`src/timer_defs.svh`:
```
`ifndef TIMER_DEFS_SVH
`define TIMER_DEFS_SVH

// register byte offsets on the avalon slave
`define OFS_COUNT_CONTROL  5'h00
`define OFS_MODE_CONTROL   5'h04
`define OFS_COUNTER_LOW    5'h08
`define OFS_COUNTER_HIGH   5'h0c
`define OFS_COMPARE_A_LOW  5'h10
`define OFS_COMPARE_A_HIGH 5'h14
`define OFS_COMPARE_P_HIGH 5'h18

// reset values
`define RST_COUNT_CONTROL  8'h00
`define RST_MODE_CONTROL   8'h00
`define RST_COMPARE        8'h00

// operating mode codes
`define MODE_COMPARE       2'h0
`define MODE_CAPTURE       2'h1
`define MODE_PWM           2'h2
`define MODE_TIMER         2'h3

// count clock select codes
`define CLK_SYS_DIV4       3'h0
`define CLK_SYS            3'h1
`define CLK_HIGH_DIV16     3'h2
`define CLK_HIGH_DIV64     3'h3
`define CLK_SUB            3'h4
`define CLK_RESERVED       3'h5
`define CLK_PIN_RISE       3'h6
`define CLK_PIN_FALL       3'h7

// pin function codes
`define PIN_FN_0           2'h0
`define PIN_FN_1           2'h1
`define PIN_FN_2           2'h2
`define PIN_FN_3           2'h3

// field position of the on/off bit in count_control
`define CC_ON_BIT          3

// prescaler widths
`define PRESCALE_BITS      6

`endif

```
`src/timer_pkg.sv`:
```
package timer_pkg;

    // count_control layout, msb first
    typedef struct packed {
        logic       pause_bit;
        logic [2:0] count_clock_select;
        logic       counter_on_bit;
        logic [2:0] unused;
    } count_ctrl_t;

    // mode_control layout, msb first
    typedef struct packed {
        logic [1:0] operating_mode_field;
        logic [1:0] pin_function_field;
        logic       output_control_bit;
        logic       output_polarity_bit;
        logic       period_duty_select;
        logic       clear_source_select;
    } mode_ctrl_t;

endpackage

```
`src/pin_edge.sv`:
```
`timescale 1ns/1ps
// two-flop synchroniser followed by edge detection
module pin_edge (
    input  wire logic clk,
    input  wire logic rst,
    input  wire logic ce,
    input  wire logic pin,
    output logic      rise,
    output logic      fall
);
    logic meta;
    logic sync;
    logic last;

    // meta feeds only sync
    always_ff @(posedge clk or posedge rst) begin
        if (rst) begin
            meta <= 1'b0;
            sync <= 1'b0;
            last <= 1'b0;
        end else if (ce) begin
            meta <= pin;
            sync <= meta;
            last <= sync;
        end
    end

    // single-cycle edge pulses
    assign rise = ce & sync & ~last;
    assign fall = ce & ~sync & last;
endmodule

```
`src/prescaler.sv`:
```
`timescale 1ns/1ps
`include "timer_defs.svh"
// free-running divider giving one-cycle count ticks
module prescaler (
    input  wire logic clk,
    input  wire logic rst,
    input  wire logic ce,
    output logic      tick_div4,
    output logic      tick_div16,
    output logic      tick_div64
);
    logic [`PRESCALE_BITS-1:0] div;

    // divider advances every enabled cycle
    always_ff @(posedge clk or posedge rst) begin
        if (rst) begin
            div <= '0;
        end else if (ce) begin
            div <= div + 1'b1;
        end
    end

    // ticks on the last step of each ratio
    assign tick_div4  = ce & (&div[1:0]);
    assign tick_div16 = ce & (&div[3:0]);
    assign tick_div64 = ce & (&div[5:0]);
endmodule

```
`src/standard_timer.sv`:
```
// Overview of operation
// - 16-bit up-counter; comparator A on all bits, P on the upper byte
// - software never writes the counter; an on-bit rise or a clear event clears it
// - overflow or selected comparator match clears counter and raises a flag
// - pause bit holds the counter; clearing it resumes from the held value
// - clock select picks sys/4, sys, high/16, high/64, sub, stop, pin edges
// - on-bit low stops and keeps count; its rise resets the counter to zero
// - in compare mode an on-bit rise restores the pin's initial level
// - mode field: compare, capture, pwm or single pulse, timer/counter
// - compare mode A match: hold, drive low, drive high or toggle pin
// - pwm mode pin: inactive, active, pwm output, single pulse output
// - capture mode trigger: rising, falling, either edge, or disabled
// - requested level equal to initial level gives no visible pin change
// - output control bit: initial level in compare, active level in pwm
// - polarity bit inverts the pin; ignored in timer/counter mode
// - period/duty select swaps roles of comparator P and A values
// - clear source: A match, or P match / overflow when P value is zero
// - clear source bit ignored in pwm, single pulse and capture modes
// - timer/counter mode disables pin control entirely
// - low three bits of count_control always read as zero
// - with A as clear source in compare or timer mode, no P flag
// - P value zero gives 65536 clocks, else 256 times the value
// - pwm duty at or above period gives full duty output
//
// Decided for this implementation: the Avalon-MM interface to the registers and the placing of the registers.
`timescale 1ns/1ps
`include "timer_defs.svh"
module standard_timer (
    input  wire logic        clk,
    input  wire logic        rst,
    input  wire logic        ce,
    input  wire logic [4:0]  address,
    input  wire logic        read,
    input  wire logic        write,
    input  wire logic [31:0] writedata,
    input  wire logic [3:0]  byteenable,
    output logic      [31:0] readdata,
    output logic             waitrequest,
    input  wire logic        external_count_pin,
    input  wire logic        sub_clock_pin,
    input  wire logic        timer_io_pin_i,
    output logic             timer_io_pin_o,
    output logic             timer_io_pin_oe,
    output logic             compare_a_flag,
    output logic             compare_p_flag
);
    import timer_pkg::*;

    timer_pkg::count_ctrl_t cc;
    timer_pkg::mode_ctrl_t  mc;
    logic [15:0] compare_a_value;
    logic [7:0]  compare_p_value;
    logic [15:0] count;
    logic        out_state;
    logic        pulse_active;

    logic        tick_div4;
    logic        tick_div16;
    logic        tick_div64;
    logic        ext_rise;
    logic        ext_fall;
    logic        sub_rise;
    logic        io_rise;
    logic        io_fall;

    // clock sources
    prescaler u_prescaler (
        .clk        (clk),
        .rst        (rst),
        .ce         (ce),
        .tick_div4  (tick_div4),
        .tick_div16 (tick_div16),
        .tick_div64 (tick_div64)
    );

    pin_edge u_ext_edge (
        .clk  (clk),
        .rst  (rst),
        .ce   (ce),
        .pin  (external_count_pin),
        .rise (ext_rise),
        .fall (ext_fall)
    );

    pin_edge u_sub_edge (
        .clk  (clk),
        .rst  (rst),
        .ce   (ce),
        .pin  (sub_clock_pin),
        .rise (sub_rise),
        .fall ()
    );

    pin_edge u_io_edge (
        .clk  (clk),
        .rst  (rst),
        .ce   (ce),
        .pin  (timer_io_pin_i),
        .rise (io_rise),
        .fall (io_fall)
    );

    // bus decode: write lands at the edge where waitrequest is low
    logic bus_wr;
    logic bus_rd_load;
    logic on_rise;
    assign bus_wr      = ce & write & ~waitrequest & byteenable[0];
    assign bus_rd_load = ce & read & waitrequest;
    assign on_rise     = bus_wr & (address == `OFS_COUNT_CONTROL)
                         & writedata[`CC_ON_BIT] & ~cc.counter_on_bit;

    // count tick selection
    logic tick;
    always_comb begin
        case (cc.count_clock_select)
            `CLK_SYS_DIV4:   tick = tick_div4;
            `CLK_SYS:        tick = ce;
            `CLK_HIGH_DIV16: tick = tick_div16;
            `CLK_HIGH_DIV64: tick = tick_div64;
            `CLK_SUB:        tick = sub_rise;
            `CLK_PIN_RISE:   tick = ext_rise;
            `CLK_PIN_FALL:   tick = ext_fall;
            default:         tick = 1'b0;
        endcase
    end

    // comparators look at the value the counter would take next
    logic        run;
    logic [16:0] next_count;
    logic        a_hit;
    logic        p_hit;
    logic        overflow;
    logic        cmp_like;
    assign run        = cc.counter_on_bit & ~cc.pause_bit & tick;
    assign next_count = {1'b0, count} + 17'h00001;
    assign overflow   = next_count[16];
    assign a_hit      = next_count[15:0] == compare_a_value;
    assign p_hit      = (next_count[15:8] == compare_p_value)
                        & (next_count[7:0] == 8'h00);
    assign cmp_like   = (mc.operating_mode_field == `MODE_COMPARE)
                        | (mc.operating_mode_field == `MODE_TIMER);

    // clear condition per mode
    logic clear_now;
    always_comb begin
        case (mc.operating_mode_field)
            `MODE_COMPARE, `MODE_TIMER:
                clear_now = mc.clear_source_select ? a_hit : p_hit;
            `MODE_PWM:
                clear_now = mc.period_duty_select ? a_hit : p_hit;
            default:
                clear_now = overflow;
        endcase
    end

    // capture trigger from the timer pin
    logic capture_now;
    always_comb begin
        case (mc.pin_function_field)
            `PIN_FN_0: capture_now = io_rise;
            `PIN_FN_1: capture_now = io_fall;
            `PIN_FN_2: capture_now = io_rise | io_fall;
            default:   capture_now = 1'b0;
        endcase
        capture_now = capture_now & cc.counter_on_bit
                      & (mc.operating_mode_field == `MODE_CAPTURE);
    end

    // counter: no bus write path, cleared by on-bit rise or clear event
    always_ff @(posedge clk or posedge rst) begin
        if (rst) begin
            count <= 16'h0000;
        end else if (ce) begin
            if (on_rise) begin
                count <= 16'h0000;
            end else if (run) begin
                count <= clear_now ? 16'h0000 : next_count[15:0];
            end
        end
    end

    // control registers
    always_ff @(posedge clk or posedge rst) begin
        if (rst) begin
            cc <= `RST_COUNT_CONTROL;
            mc <= `RST_MODE_CONTROL;
        end else if (bus_wr) begin
            if (address == `OFS_COUNT_CONTROL) begin
                cc <= {writedata[7:3], 3'h0};
            end
            if (address == `OFS_MODE_CONTROL) begin
                mc <= writedata[7:0];
            end
        end
    end

    // compare values; a capture takes precedence over a bus write
    always_ff @(posedge clk or posedge rst) begin
        if (rst) begin
            compare_a_value <= {`RST_COMPARE, `RST_COMPARE};
            compare_p_value <= `RST_COMPARE;
        end else if (ce) begin
            if (capture_now) begin
                compare_a_value <= count;
            end else if (bus_wr && address == `OFS_COMPARE_A_LOW) begin
                compare_a_value[7:0] <= writedata[7:0];
            end else if (bus_wr && address == `OFS_COMPARE_A_HIGH) begin
                compare_a_value[15:8] <= writedata[7:0];
            end
            if (bus_wr && address == `OFS_COMPARE_P_HIGH) begin
                compare_p_value <= writedata[7:0];
            end
        end
    end

    // match flags, one-cycle pulses
    always_ff @(posedge clk or posedge rst) begin
        if (rst) begin
            compare_a_flag <= 1'b0;
            compare_p_flag <= 1'b0;
        end else if (ce) begin
            if (mc.operating_mode_field == `MODE_CAPTURE) begin
                compare_a_flag <= capture_now;
                compare_p_flag <= run & overflow;
            end else begin
                compare_a_flag <= run & a_hit;
                compare_p_flag <= run & p_hit
                                  & ~(cmp_like & mc.clear_source_select);
            end
        end
    end

    // pwm period and duty, 17 bits so that zero P means 65536
    logic [16:0] p_span;
    logic [16:0] period;
    logic [16:0] duty;
    logic        pwm_on;
    assign p_span = (compare_p_value == 8'h00) ? 17'h10000 : {1'b0, compare_p_value, 8'h00};
    assign period = mc.period_duty_select ? {1'b0, compare_a_value} : p_span;
    assign duty   = mc.period_duty_select ? p_span : {1'b0, compare_a_value};
    assign pwm_on = ({1'b0, count} < duty) | (duty >= period);

    // compare-mode pin state and single-pulse window
    always_ff @(posedge clk or posedge rst) begin
        if (rst) begin
            out_state    <= 1'b0;
            pulse_active <= 1'b0;
        end else if (ce) begin
            if (on_rise) begin
                out_state    <= mc.output_control_bit;
                pulse_active <= 1'b1;
            end else begin
                if (run && clear_now) begin
                    pulse_active <= 1'b0;
                end
                if (run && a_hit && mc.operating_mode_field == `MODE_COMPARE) begin
                    case (mc.pin_function_field)
                        `PIN_FN_1: out_state <= 1'b0;
                        `PIN_FN_2: out_state <= 1'b1;
                        `PIN_FN_3: out_state <= ~out_state;
                        default:   out_state <= out_state;
                    endcase
                end
            end
        end
    end

    // pin level before polarity
    logic level;
    always_comb begin
        case (mc.pin_function_field)
            `PIN_FN_0: level = ~mc.output_control_bit;
            `PIN_FN_1: level = mc.output_control_bit;
            `PIN_FN_2: level = pwm_on ? mc.output_control_bit : ~mc.output_control_bit;
            default:   level = (pulse_active & pwm_on & cc.counter_on_bit)
                               ? mc.output_control_bit : ~mc.output_control_bit;
        endcase
        if (mc.operating_mode_field == `MODE_COMPARE) begin
            level = out_state;
        end
    end

    // registered pin drive
    always_ff @(posedge clk or posedge rst) begin
        if (rst) begin
            timer_io_pin_o  <= 1'b0;
            timer_io_pin_oe <= 1'b0;
        end else if (ce) begin
            timer_io_pin_o  <= level ^ mc.output_polarity_bit;
            timer_io_pin_oe <= (mc.operating_mode_field == `MODE_COMPARE)
                               | (mc.operating_mode_field == `MODE_PWM);
        end
    end

    // avalon slave: one wait cycle, then the answer
    always_ff @(posedge clk or posedge rst) begin
        if (rst) begin
            waitrequest <= 1'b1;
        end else if (ce) begin
            waitrequest <= ~((read | write) & waitrequest);
        end
    end

    // read data loaded in the wait cycle, unmapped reads zero
    always_ff @(posedge clk or posedge rst) begin
        if (rst) begin
            readdata <= 32'h00000000;
        end else if (bus_rd_load) begin
            case (address)
                `OFS_COUNT_CONTROL:  readdata <= {24'h000000, cc[7:3], 3'h0};
                `OFS_MODE_CONTROL:   readdata <= {24'h000000, mc};
                `OFS_COUNTER_LOW:    readdata <= {24'h000000, count[7:0]};
                `OFS_COUNTER_HIGH:   readdata <= {24'h000000, count[15:8]};
                `OFS_COMPARE_A_LOW:  readdata <= {24'h000000, compare_a_value[7:0]};
                `OFS_COMPARE_A_HIGH: readdata <= {24'h000000, compare_a_value[15:8]};
                `OFS_COMPARE_P_HIGH: readdata <= {24'h000000, compare_p_value};
                default:             readdata <= 32'h00000000;
            endcase
        end
    end
endmodule

```
`config.mk`:
```
export PLATFORM = sky130hd
export DESIGN_NAME = standard_timer
export DESIGN_NICKNAME = d
export VERILOG_FILES = /design/src/timer_pkg.sv /design/src/pin_edge.sv /design/src/prescaler.sv /design/src/standard_timer.sv
export VERILOG_INCLUDE_DIRS = /design/src
export SDC_FILE = /design/constraint.sdc
export NUM_CORES = 1
export LEC_CHECK = 0
export ABC_CLOCK_PERIOD_IN_PS = 4800
export BUFFER_PORTS_ARGS = -buffer_cell sky130_fd_sc_hd__buf_2
export CORE_AREA = 2 2 123 125
export DETAILED_ROUTE_END_ITERATION = 16
export DIE_AREA = 0 0 125 127
export PLACE_DENSITY_LB_ADDON = 0.25
export SLEW_MARGIN = 20
export SYNTH_ARGS = -nofsm -noshare
export SYNTH_HDL_FRONTEND = slang
export SYNTH_SLANG_ARGS = --single-unit
```
`constraint.sdc`:
```
create_clock -name clk -period 4.8 [get_ports clk]
set_clock_uncertainty 0.1 [all_clocks]
set_input_delay 0.96 -clock clk [delete_from_list [all_inputs] [get_ports clk]]
set_output_delay 0.96 -clock clk [all_outputs]
set_load 0.005 [all_outputs]
```
* Word-level counts from Yosys, hierarchy flattened *
Index checks and enable logic that the tools add are counted.

word-level totals
  flip-flop bits (word level) = 107
  output and inout bits = 37
  word-level logic and storage cells = 165

cells by class
  add/subtract/negate cells = 2
  magnitude comparators = 2
  eq/ne operators = 21
  muxes and demuxes = 27
  bitwise operators = 52
  reductions and logical operators = 30

operators by type and width
  kind                                                              number
  16-bit 2-to-1 mux                                                 4
  8-bit case mux with 7 select lines                                1
  17-bit 2-to-1 mux                                                 3
  1-bit AND                                                         34
  8-bit 2-to-1 mux                                                  3
  16-bit by 1-bit adder with 17-bit output (second input constant)  1
  17-bit >= comparator                                              1
  16-bit by 17-bit < comparator with 1-bit output                   1
  16-bit == test                                                    1
  8-bit logical NOT                                                 2
  5-bit == test (second input constant)                             3
  2-bit AND reduction                                               7
  1-bit NOT                                                         12
  1-bit 2-to-1 mux                                                  11
  5-bit by 4-bit == test with 1-bit output (second input constant)  2
  2-bit nonzero test                                                5
  3-bit == test (second input constant)                             3
  1-bit case mux with 3 select lines                                3
  2-bit == test (second input constant)                             4
  8-bit == test                                                     1
  1-bit case mux with 7 select lines                                1
  6-bit by 1-bit adder with 6-bit output (second input constant)    1
  3-bit by 2-bit == test with 1-bit output (second input constant)  2
  1-bit logical AND                                                 6
  15 further kinds                                                  22

* Logic depth before layout (Yosys ltp) *
  depth in word-level cells = 11
  mapped depth = 13

* By module *
From an unflattened synthesis, not the netlist that was laid out.

second synthesis, totals
  cells, all modules = 668
  area, all modules = 6140.9 um^2

modules (own cells, without submodules)
  module          times used  cells each  area an instance (um^2)  seq. area each (um^2)
  standard_timer  1           621         5481.5                   1702.9
  pin_edge        3           9           132.6                    75.1
  prescaler       1           20          261.5                    150.1

* Least setup slack after synthesis *
OpenSTA, ideal clock, no wires.

  path type = register -> register
  start = reg mc[1] in the netlist's numbering
  end = reg timer_io_pin_o
  library setup time = 126 ps
  arrival time = 3069 ps
  data required time = 4574 ps
  path slack = 1505 ps
  cell stages (with the launch flop) = 13
  period minus slack after synthesis = 3295 ps
  path through = dfrtp_1 buf_1 clkbuf_1 clkbuf_1 mux2i_1 ha_1 a211oi_1 nor2_1 o31ai_1 a41oi_1 xor2_1 o2111a_1 a221o_1

on the way
  word-level cells in the longest chain between the ends = 9

ends and longest elaborated chain
  element                                                                                  line                                          source
  from (decl)                                                                              standard_timer.sv:50                          timer_pkg::mode_ctrl_t mc;
  from (signal assigned)                                                                   standard_timer.sv:186                         mc <= `RST_MODE_CONTROL;
  from (signal assigned)                                                                   standard_timer.sv:192                         mc <= writedata[7:0];
  17-bit 2-to-1 mux (on tied branches)                                                     standard_timer.sv:240, standard_timer.sv:239
  16-bit by 17-bit < comparator with 1-bit output or 17-bit >= comparator (tied branches)  standard_timer.sv:241                         assign pwm_on = ({1'b0, count} < duty) | (duty >= period);
  1-bit OR (*)                                                                             standard_timer.sv:241
  1-bit AND (2 in series)                                                                  standard_timer.sv:275                         default: level = (pulse_active & pwm_on & cc.counter_on_bit)
  1-bit 2-to-1 mux                                                                         standard_timer.sv:276                         ? mc.output_control_bit : ~mc.output_control_bit;
  1-bit case mux with 3 select lines (*)                                                   standard_timer.sv:271                         case (mc.pin_function_field)
  1-bit 2-to-1 mux (*)                                                                     standard_timer.sv:278                         if (mc.operating_mode_field == `MODE_COMPARE) begin
  1-bit bitwise XOR (*)                                                                    standard_timer.sv:289                         timer_io_pin_o <= level ^ mc.output_polarity_bit;
  to (signal assigned)                                                                     standard_timer.sv:289
  to (decl)                                                                                standard_timer.sv:42                          output logic timer_io_pin_o,

Every way passes the cells marked *; elsewhere a longest branch is shown, timed or not.
A chain may end at the register's enable or synchronous reset.

* Worst setup path in the final report *
  start = reg count[0]
  end = reg count[15]

on the way
  word-level cells in the longest chain between the ends = 8

ends and longest elaborated chain
  element                                             line                                          source
  from (decl)                                         standard_timer.sv:53                          logic [15:0] count;
  from (signal assigned)                              standard_timer.sv:177                         count <= clear_now ? 16'h0000 : next_count[15:0];
  16-bit by 1-bit adder with 17-bit output (*)        standard_timer.sv:135                         assign next_count = {1'b0, count} + 17'h00001;
  8-bit == test or 8-bit logical NOT (tied branches)  standard_timer.sv:138, standard_timer.sv:139
  1-bit AND                                           standard_timer.sv:139                         & (next_count[7:0] == 8'h00);
  1-bit 2-to-1 mux (on tied branches)                 standard_timer.sv:150, standard_timer.sv:148
  1-bit case mux with 2 select lines                  standard_timer.sv:146                         case (mc.operating_mode_field)
  16-bit 2-to-1 mux (*)                               standard_timer.sv:177
  16-bit 2-to-1 mux (*)                               standard_timer.sv:176                         end else if (run) begin
  16-bit 2-to-1 mux (*)                               standard_timer.sv:174                         if (on_rise) begin

Every way passes the cells marked *; elsewhere a longest branch is shown, timed or not. The select of a mux whose other input is x is not followed.

==> Flow_metrics.wiki <==
{| class="wikitable"
! Metric !! Value
|-
| Portion of total power attributed to the clock network || 33.4%
|-
| Data arrival time of the worst path || 4.11 ns
|-
| DP Cell Count || 861
|-
| CP Capture Type || flip-flop
|-
| Worst hold stages || 1
|-
| Vertical die dimension || 127 um
|-
| Number of maximum-capacitance constraint violations || 0
|-
| Setup TNS || 0 ns
|-
| Length of the first detailed-routing pass in iterations || 8
|-
| H-tree level count || 3
|-
| Antenna viol nets, final || 0
|-
| Final Hold Slack || 0.376 ns
|-
| Headroom to the max-slew limit || 42.5%
|-
| Post-detailed-placement cell area || 6480 um2
|-
| Cells taking the most area after synthesis || sky130_fd_sc_hd__dfrtp_1 32%, sky130_fd_sc_hd__mux2_2 6.5%, sky130_fd_sc_hd__ha_1 5.7%, sky130_fd_sc_hd__mux2i_1 4.2%, sky130_fd_sc_hd__buf_4 3.3%
|-
| Comb power frac || 24.2%
|-
| Fraction of the yosys area taken by sequential cells || 32.6%
|-
| Mapped Cells || 677
|-
| Period minus WS final || 3.97 ns
|-
| Highest clock frequency the design can meet || 0.252 GHz
|-
| Proportion of total power due to net switching || 34.3%
|-
| Library cell occupying the most area in the post-synthesis netlist || sky130_fd_sc_hd__dfrtp_1
|-
| Warnings, synthesis || 0
|-
| Net switching power figure || 0.000781 W
|-
| Number of buffers inserted by port buffering || 34
|-
| Layout fillers || 1398
|-
| Drc violations || 0
|-
| Synth top cells by count || 82 x sky130_fd_sc_hd__dfrtp_1, 53 x sky130_fd_sc_hd__nor2_1, 47 x sky130_fd_sc_hd__nand2_1
|-
| CP Class || reg2reg
|-
| Placer Congestion || 0.978
|-
| Row count || 44
|-
| Horizontal extent of the die || 125 um
|-
| Result of the run || finished, final reports clean
|-
| Drt initial violations || 573
|-
| Post-synth EDFFs || 0
|-
| TritonCTS clock tree || done
|-
| Cell Count, Final, Fillers Out || 877
|-
| Quantity of hold-fixing buffers added after cts || 0
|-
| Core area || 14400 um2
|-
| Number of failing setup endpoints in the final timing report || 0
|-
| Crit path cell chain || ha_1, nand4_4, or4_4, xnor2_2, xnor2_1, nor3_2, a221oi_4, nand2_2, o311ai_1
|-
| Number of antenna repair diodes || 0
|-
| Number of antenna violations at the first check in global routing || 0
|-
| Area growth from synthesis to layout || 6.61%
|-
| CP Launch Type || flip-flop
|-
| Tightest Hold Check Type || reg2reg
|-
| First-pass GRT wire length || 28700 um
|-
| Commonest register cell after synthesis || sky130_fd_sc_hd__dfrtp_1
|-
| Syn_area_per_cell || 9.42 um2
|-
| Net total in the final layout || 766
|-
| Resized Gates After CTS || 0
|-
| Proportion of power drawn by flip-flops and latches || 42.4%
|-
| Total setup buffers inserted after CTS || 0
|-
| Critical Path RT || 4.94 ns
|-
| Final Max Slew Viols || 0
|-
| Bufs on Longest Clock Path || 2
|-
| Slowest Stage Delay on Critical Path || 0.78 ns
|-
| Die area || 15900 um2
|-
| Top fanout value on the critical path || 18
|-
| Vias per Instance || 6.24
|-
| Clock latency at the later pin of the worst-skew pair || 0.35 ns
|-
| Unique masters post-synth || 81
|-
| Number of top-level pins || 86
|-
| Ratio of final minimum period to clock period || 82.7%
|-
| Asr flop ratio synth || 100%
|-
| Proportion of layout cells with a drive suffix above 1 || 17.5%
|-
| Number of buffers created by CTS || 9
|-
| Sinks on the clock net || 83
|-
| Area share of the largest cell type after synthesis || 32.2%
|-
| Worst voltage drop across the vdd grid || 0.189 mV
|-
| Most instantiated library cell after synthesis || sky130_fd_sc_hd__dfrtp_1
|-
| Number of global-route vias before repair || 5058
|-
| Power per unit of standard cell area || 334 nW/um2
|-
| Count of state elements after synthesis || 83
|-
| CP max stage cell || sky130_fd_sc_hd__a221oi_4
|-
| R2R depth || 9
|-
| Routed length per placed instance || 20.8 um
|-
| Clock root buffer || sky130_fd_sc_hd__clkbuf_16
|-
| Measured slew at the worst slew-check pin || 0.862 ns
|-
| Internal power consumption || 0.00149 W
|-
| Total routed wirelength || 18300 um
|-
| Register clock-pin slew on the reported worst setup and hold paths || 0.07 ns
|-
| Congestion Overflow GR || 0
|-
| Maximum number of pins on one net before global-route repair || 55
|-
| Hpwl dp || 13600 um
|-
| Effective utilization at floorplan || 44.2%
|-
| Total global routing track utilization || 23.1%
|-
| Synth Cell Area || 6380 um2
|-
| Summed area of non-filler cells in the final layout || 6800 um2
|-
| Final hold viol count || 0
|-
| Setup repair after global routing missed its margin || false
|-
| Vias || 5474
|-
| Cell leakage power || 3.01 nW
|}
==> power by group through the flow <==
stage / clock, W / sequential [W] / combinational [W]
2_1_floorplan: 0 / 0.000857 / 0.000523
5_1_grt: 0.000801 / 0.000978 / 0.000611
4_1_cts: 0.000769 / 0.000958 / 0.000545
3_3_place_gp: 0 / 0.000966 / 0.000523
3_5_place_dp: 0 / 0.000970 / 0.000543
6_report: 0.000760 / 0.000963 / 0.000550
==> worst max-delay path: cells and delay by family (launching register included) <==
family          cells  cell delay (ns)
simple gates        4             1.19
fa+ha+maj           1             0.44
xor+xnor            2             0.40
flops               1             0.64
compound gates      2             1.08
==> routing by layer <==
| layer | vias up | GRT usage (%) | part of all wire [%] |
|---|---|---|---|
| met5 | - | 0 | 0 |
| met4 | 0 | 9.28 | 3.5 |
| met3 | 51 | 3.81 | 7.2 |
| met2 | 294 | 36.2 | 46 |
| met1 | 2639 | 32.1 | 43 |
| li1 | 2490 | - | - |
==> state kept, by name, indices dropped and copies added (netlist names) <==
register / cells
compare_a_value: 16
count: 16
compare_p_value: 8
mc: 8
readdata: 8
u_prescaler.div: 6
cc: 5
compare_a_flag: 1
compare_p_flag: 1
out_state: 1
pulse_active: 1
timer_io_pin_o: 1
timer_io_pin_oe: 1
u_ext_edge.last: 1
u_ext_edge.meta: 1
u_ext_edge.sync: 1
u_io_edge.last: 1
u_io_edge.meta: 1
u_io_edge.sync: 1
u_sub_edge.last: 1
u_sub_edge.meta: 1
u_sub_edge.sync: 1
waitrequest: 1
==> kinds of logic (layout without fill, tap and decap cells) <==
logic type,after synthesis,count (layout),synth area share [%]
AO/OA/AOI/OAI,148,148,15.9
XOR/XNOR,38,38,6.57
adder cells (fa/ha/maj),29,29,5.69
buffers and inverters,89,82,8.36
flip-flops,83,83,32.6
multiplexers,64,64,10.8
other,1,24,0.0588
AND/OR/NAND/NOR,225,225,20.1
==> per-stage QoR <==
| stage | total power [W] | worst slack, ns | util, % |
|---|---|---|---|
| finish | 0.00227 | 0.831 | 47.1 |
| global placement | 0.00149 | 0.877 | 44.9 |
| CTS | 0.00227 | 0.893 | 47.1 |
| detailed placement | 0.00151 | 0.833 | 44.9 |
| floorplan | 0.00138 | 1.51 | - |
| global route | 0.00239 | 0.672 | 47.1 |
==> final timing paths <==
path | from | end | slack [ns]
setup / recovery | count[0] | count[15] | 0.83
hold / removal | u_prescaler.div[5] | u_prescaler.div[5] | 0.38
setup reg to reg | count[0] | count[15] | 0.83
hold reg to reg | u_prescaler.div[5] | u_prescaler.div[5] | 0.38
max in group asynchronous | rst | compare_p_value[7] | 3.07
min in group asynchronous | rst | u_ext_edge.meta | 0.64
==> layout make-up <==
class | instances | area (um2) | share of cell area (%)
Clock buffer | 11 | 233 | 3.42
Multi-Input combinational cell | 528 | 3860 | 56.8
Inverter | 27 | 104 | 1.53
Sequential cell | 83 | 2080 | 30.6
Timing Repair Buffer | 39 | 208 | 3.05
Clock inverter | 5 | 85.1 | 1.25
Tap cell | 184 | 230 | 3.39
==> cell usage in the layout, fill, tap and decap left out, types with 9 or more instances in the layout <==
| cell | n |
|---|---|
| sky130_fd_sc_hd__dfrtp_1 | 82 |
| sky130_fd_sc_hd__nor2_1 | 52 |
| sky130_fd_sc_hd__nand2_1 | 47 |
| sky130_fd_sc_hd__a21oi_1 | 41 |
| sky130_fd_sc_hd__mux2_2 | 37 |
| sky130_fd_sc_hd__buf_2 | 34 |
| sky130_fd_sc_hd__ha_1 | 29 |
| sky130_fd_sc_hd__mux2i_1 | 27 |
| sky130_fd_sc_hd__nand3_1 | 26 |
| sky130_fd_sc_hd__inv_1 | 25 |
| sky130_fd_sc_hd__conb_1 | 24 |
| sky130_fd_sc_hd__a22oi_1 | 21 |
| sky130_fd_sc_hd__o21ai_0 | 20 |
| sky130_fd_sc_hd__nand4_1 | 18 |
| sky130_fd_sc_hd__xnor2_1 | 18 |
| sky130_fd_sc_hd__xor2_1 | 14 |
| sky130_fd_sc_hd__nand2b_1 | 13 |
| sky130_fd_sc_hd__a31oi_1 | 12 |
| sky130_fd_sc_hd__nor3_1 | 11 |
| sky130_fd_sc_hd__clkbuf_16 | 9 |
Power figures use the tool's default switching activity.
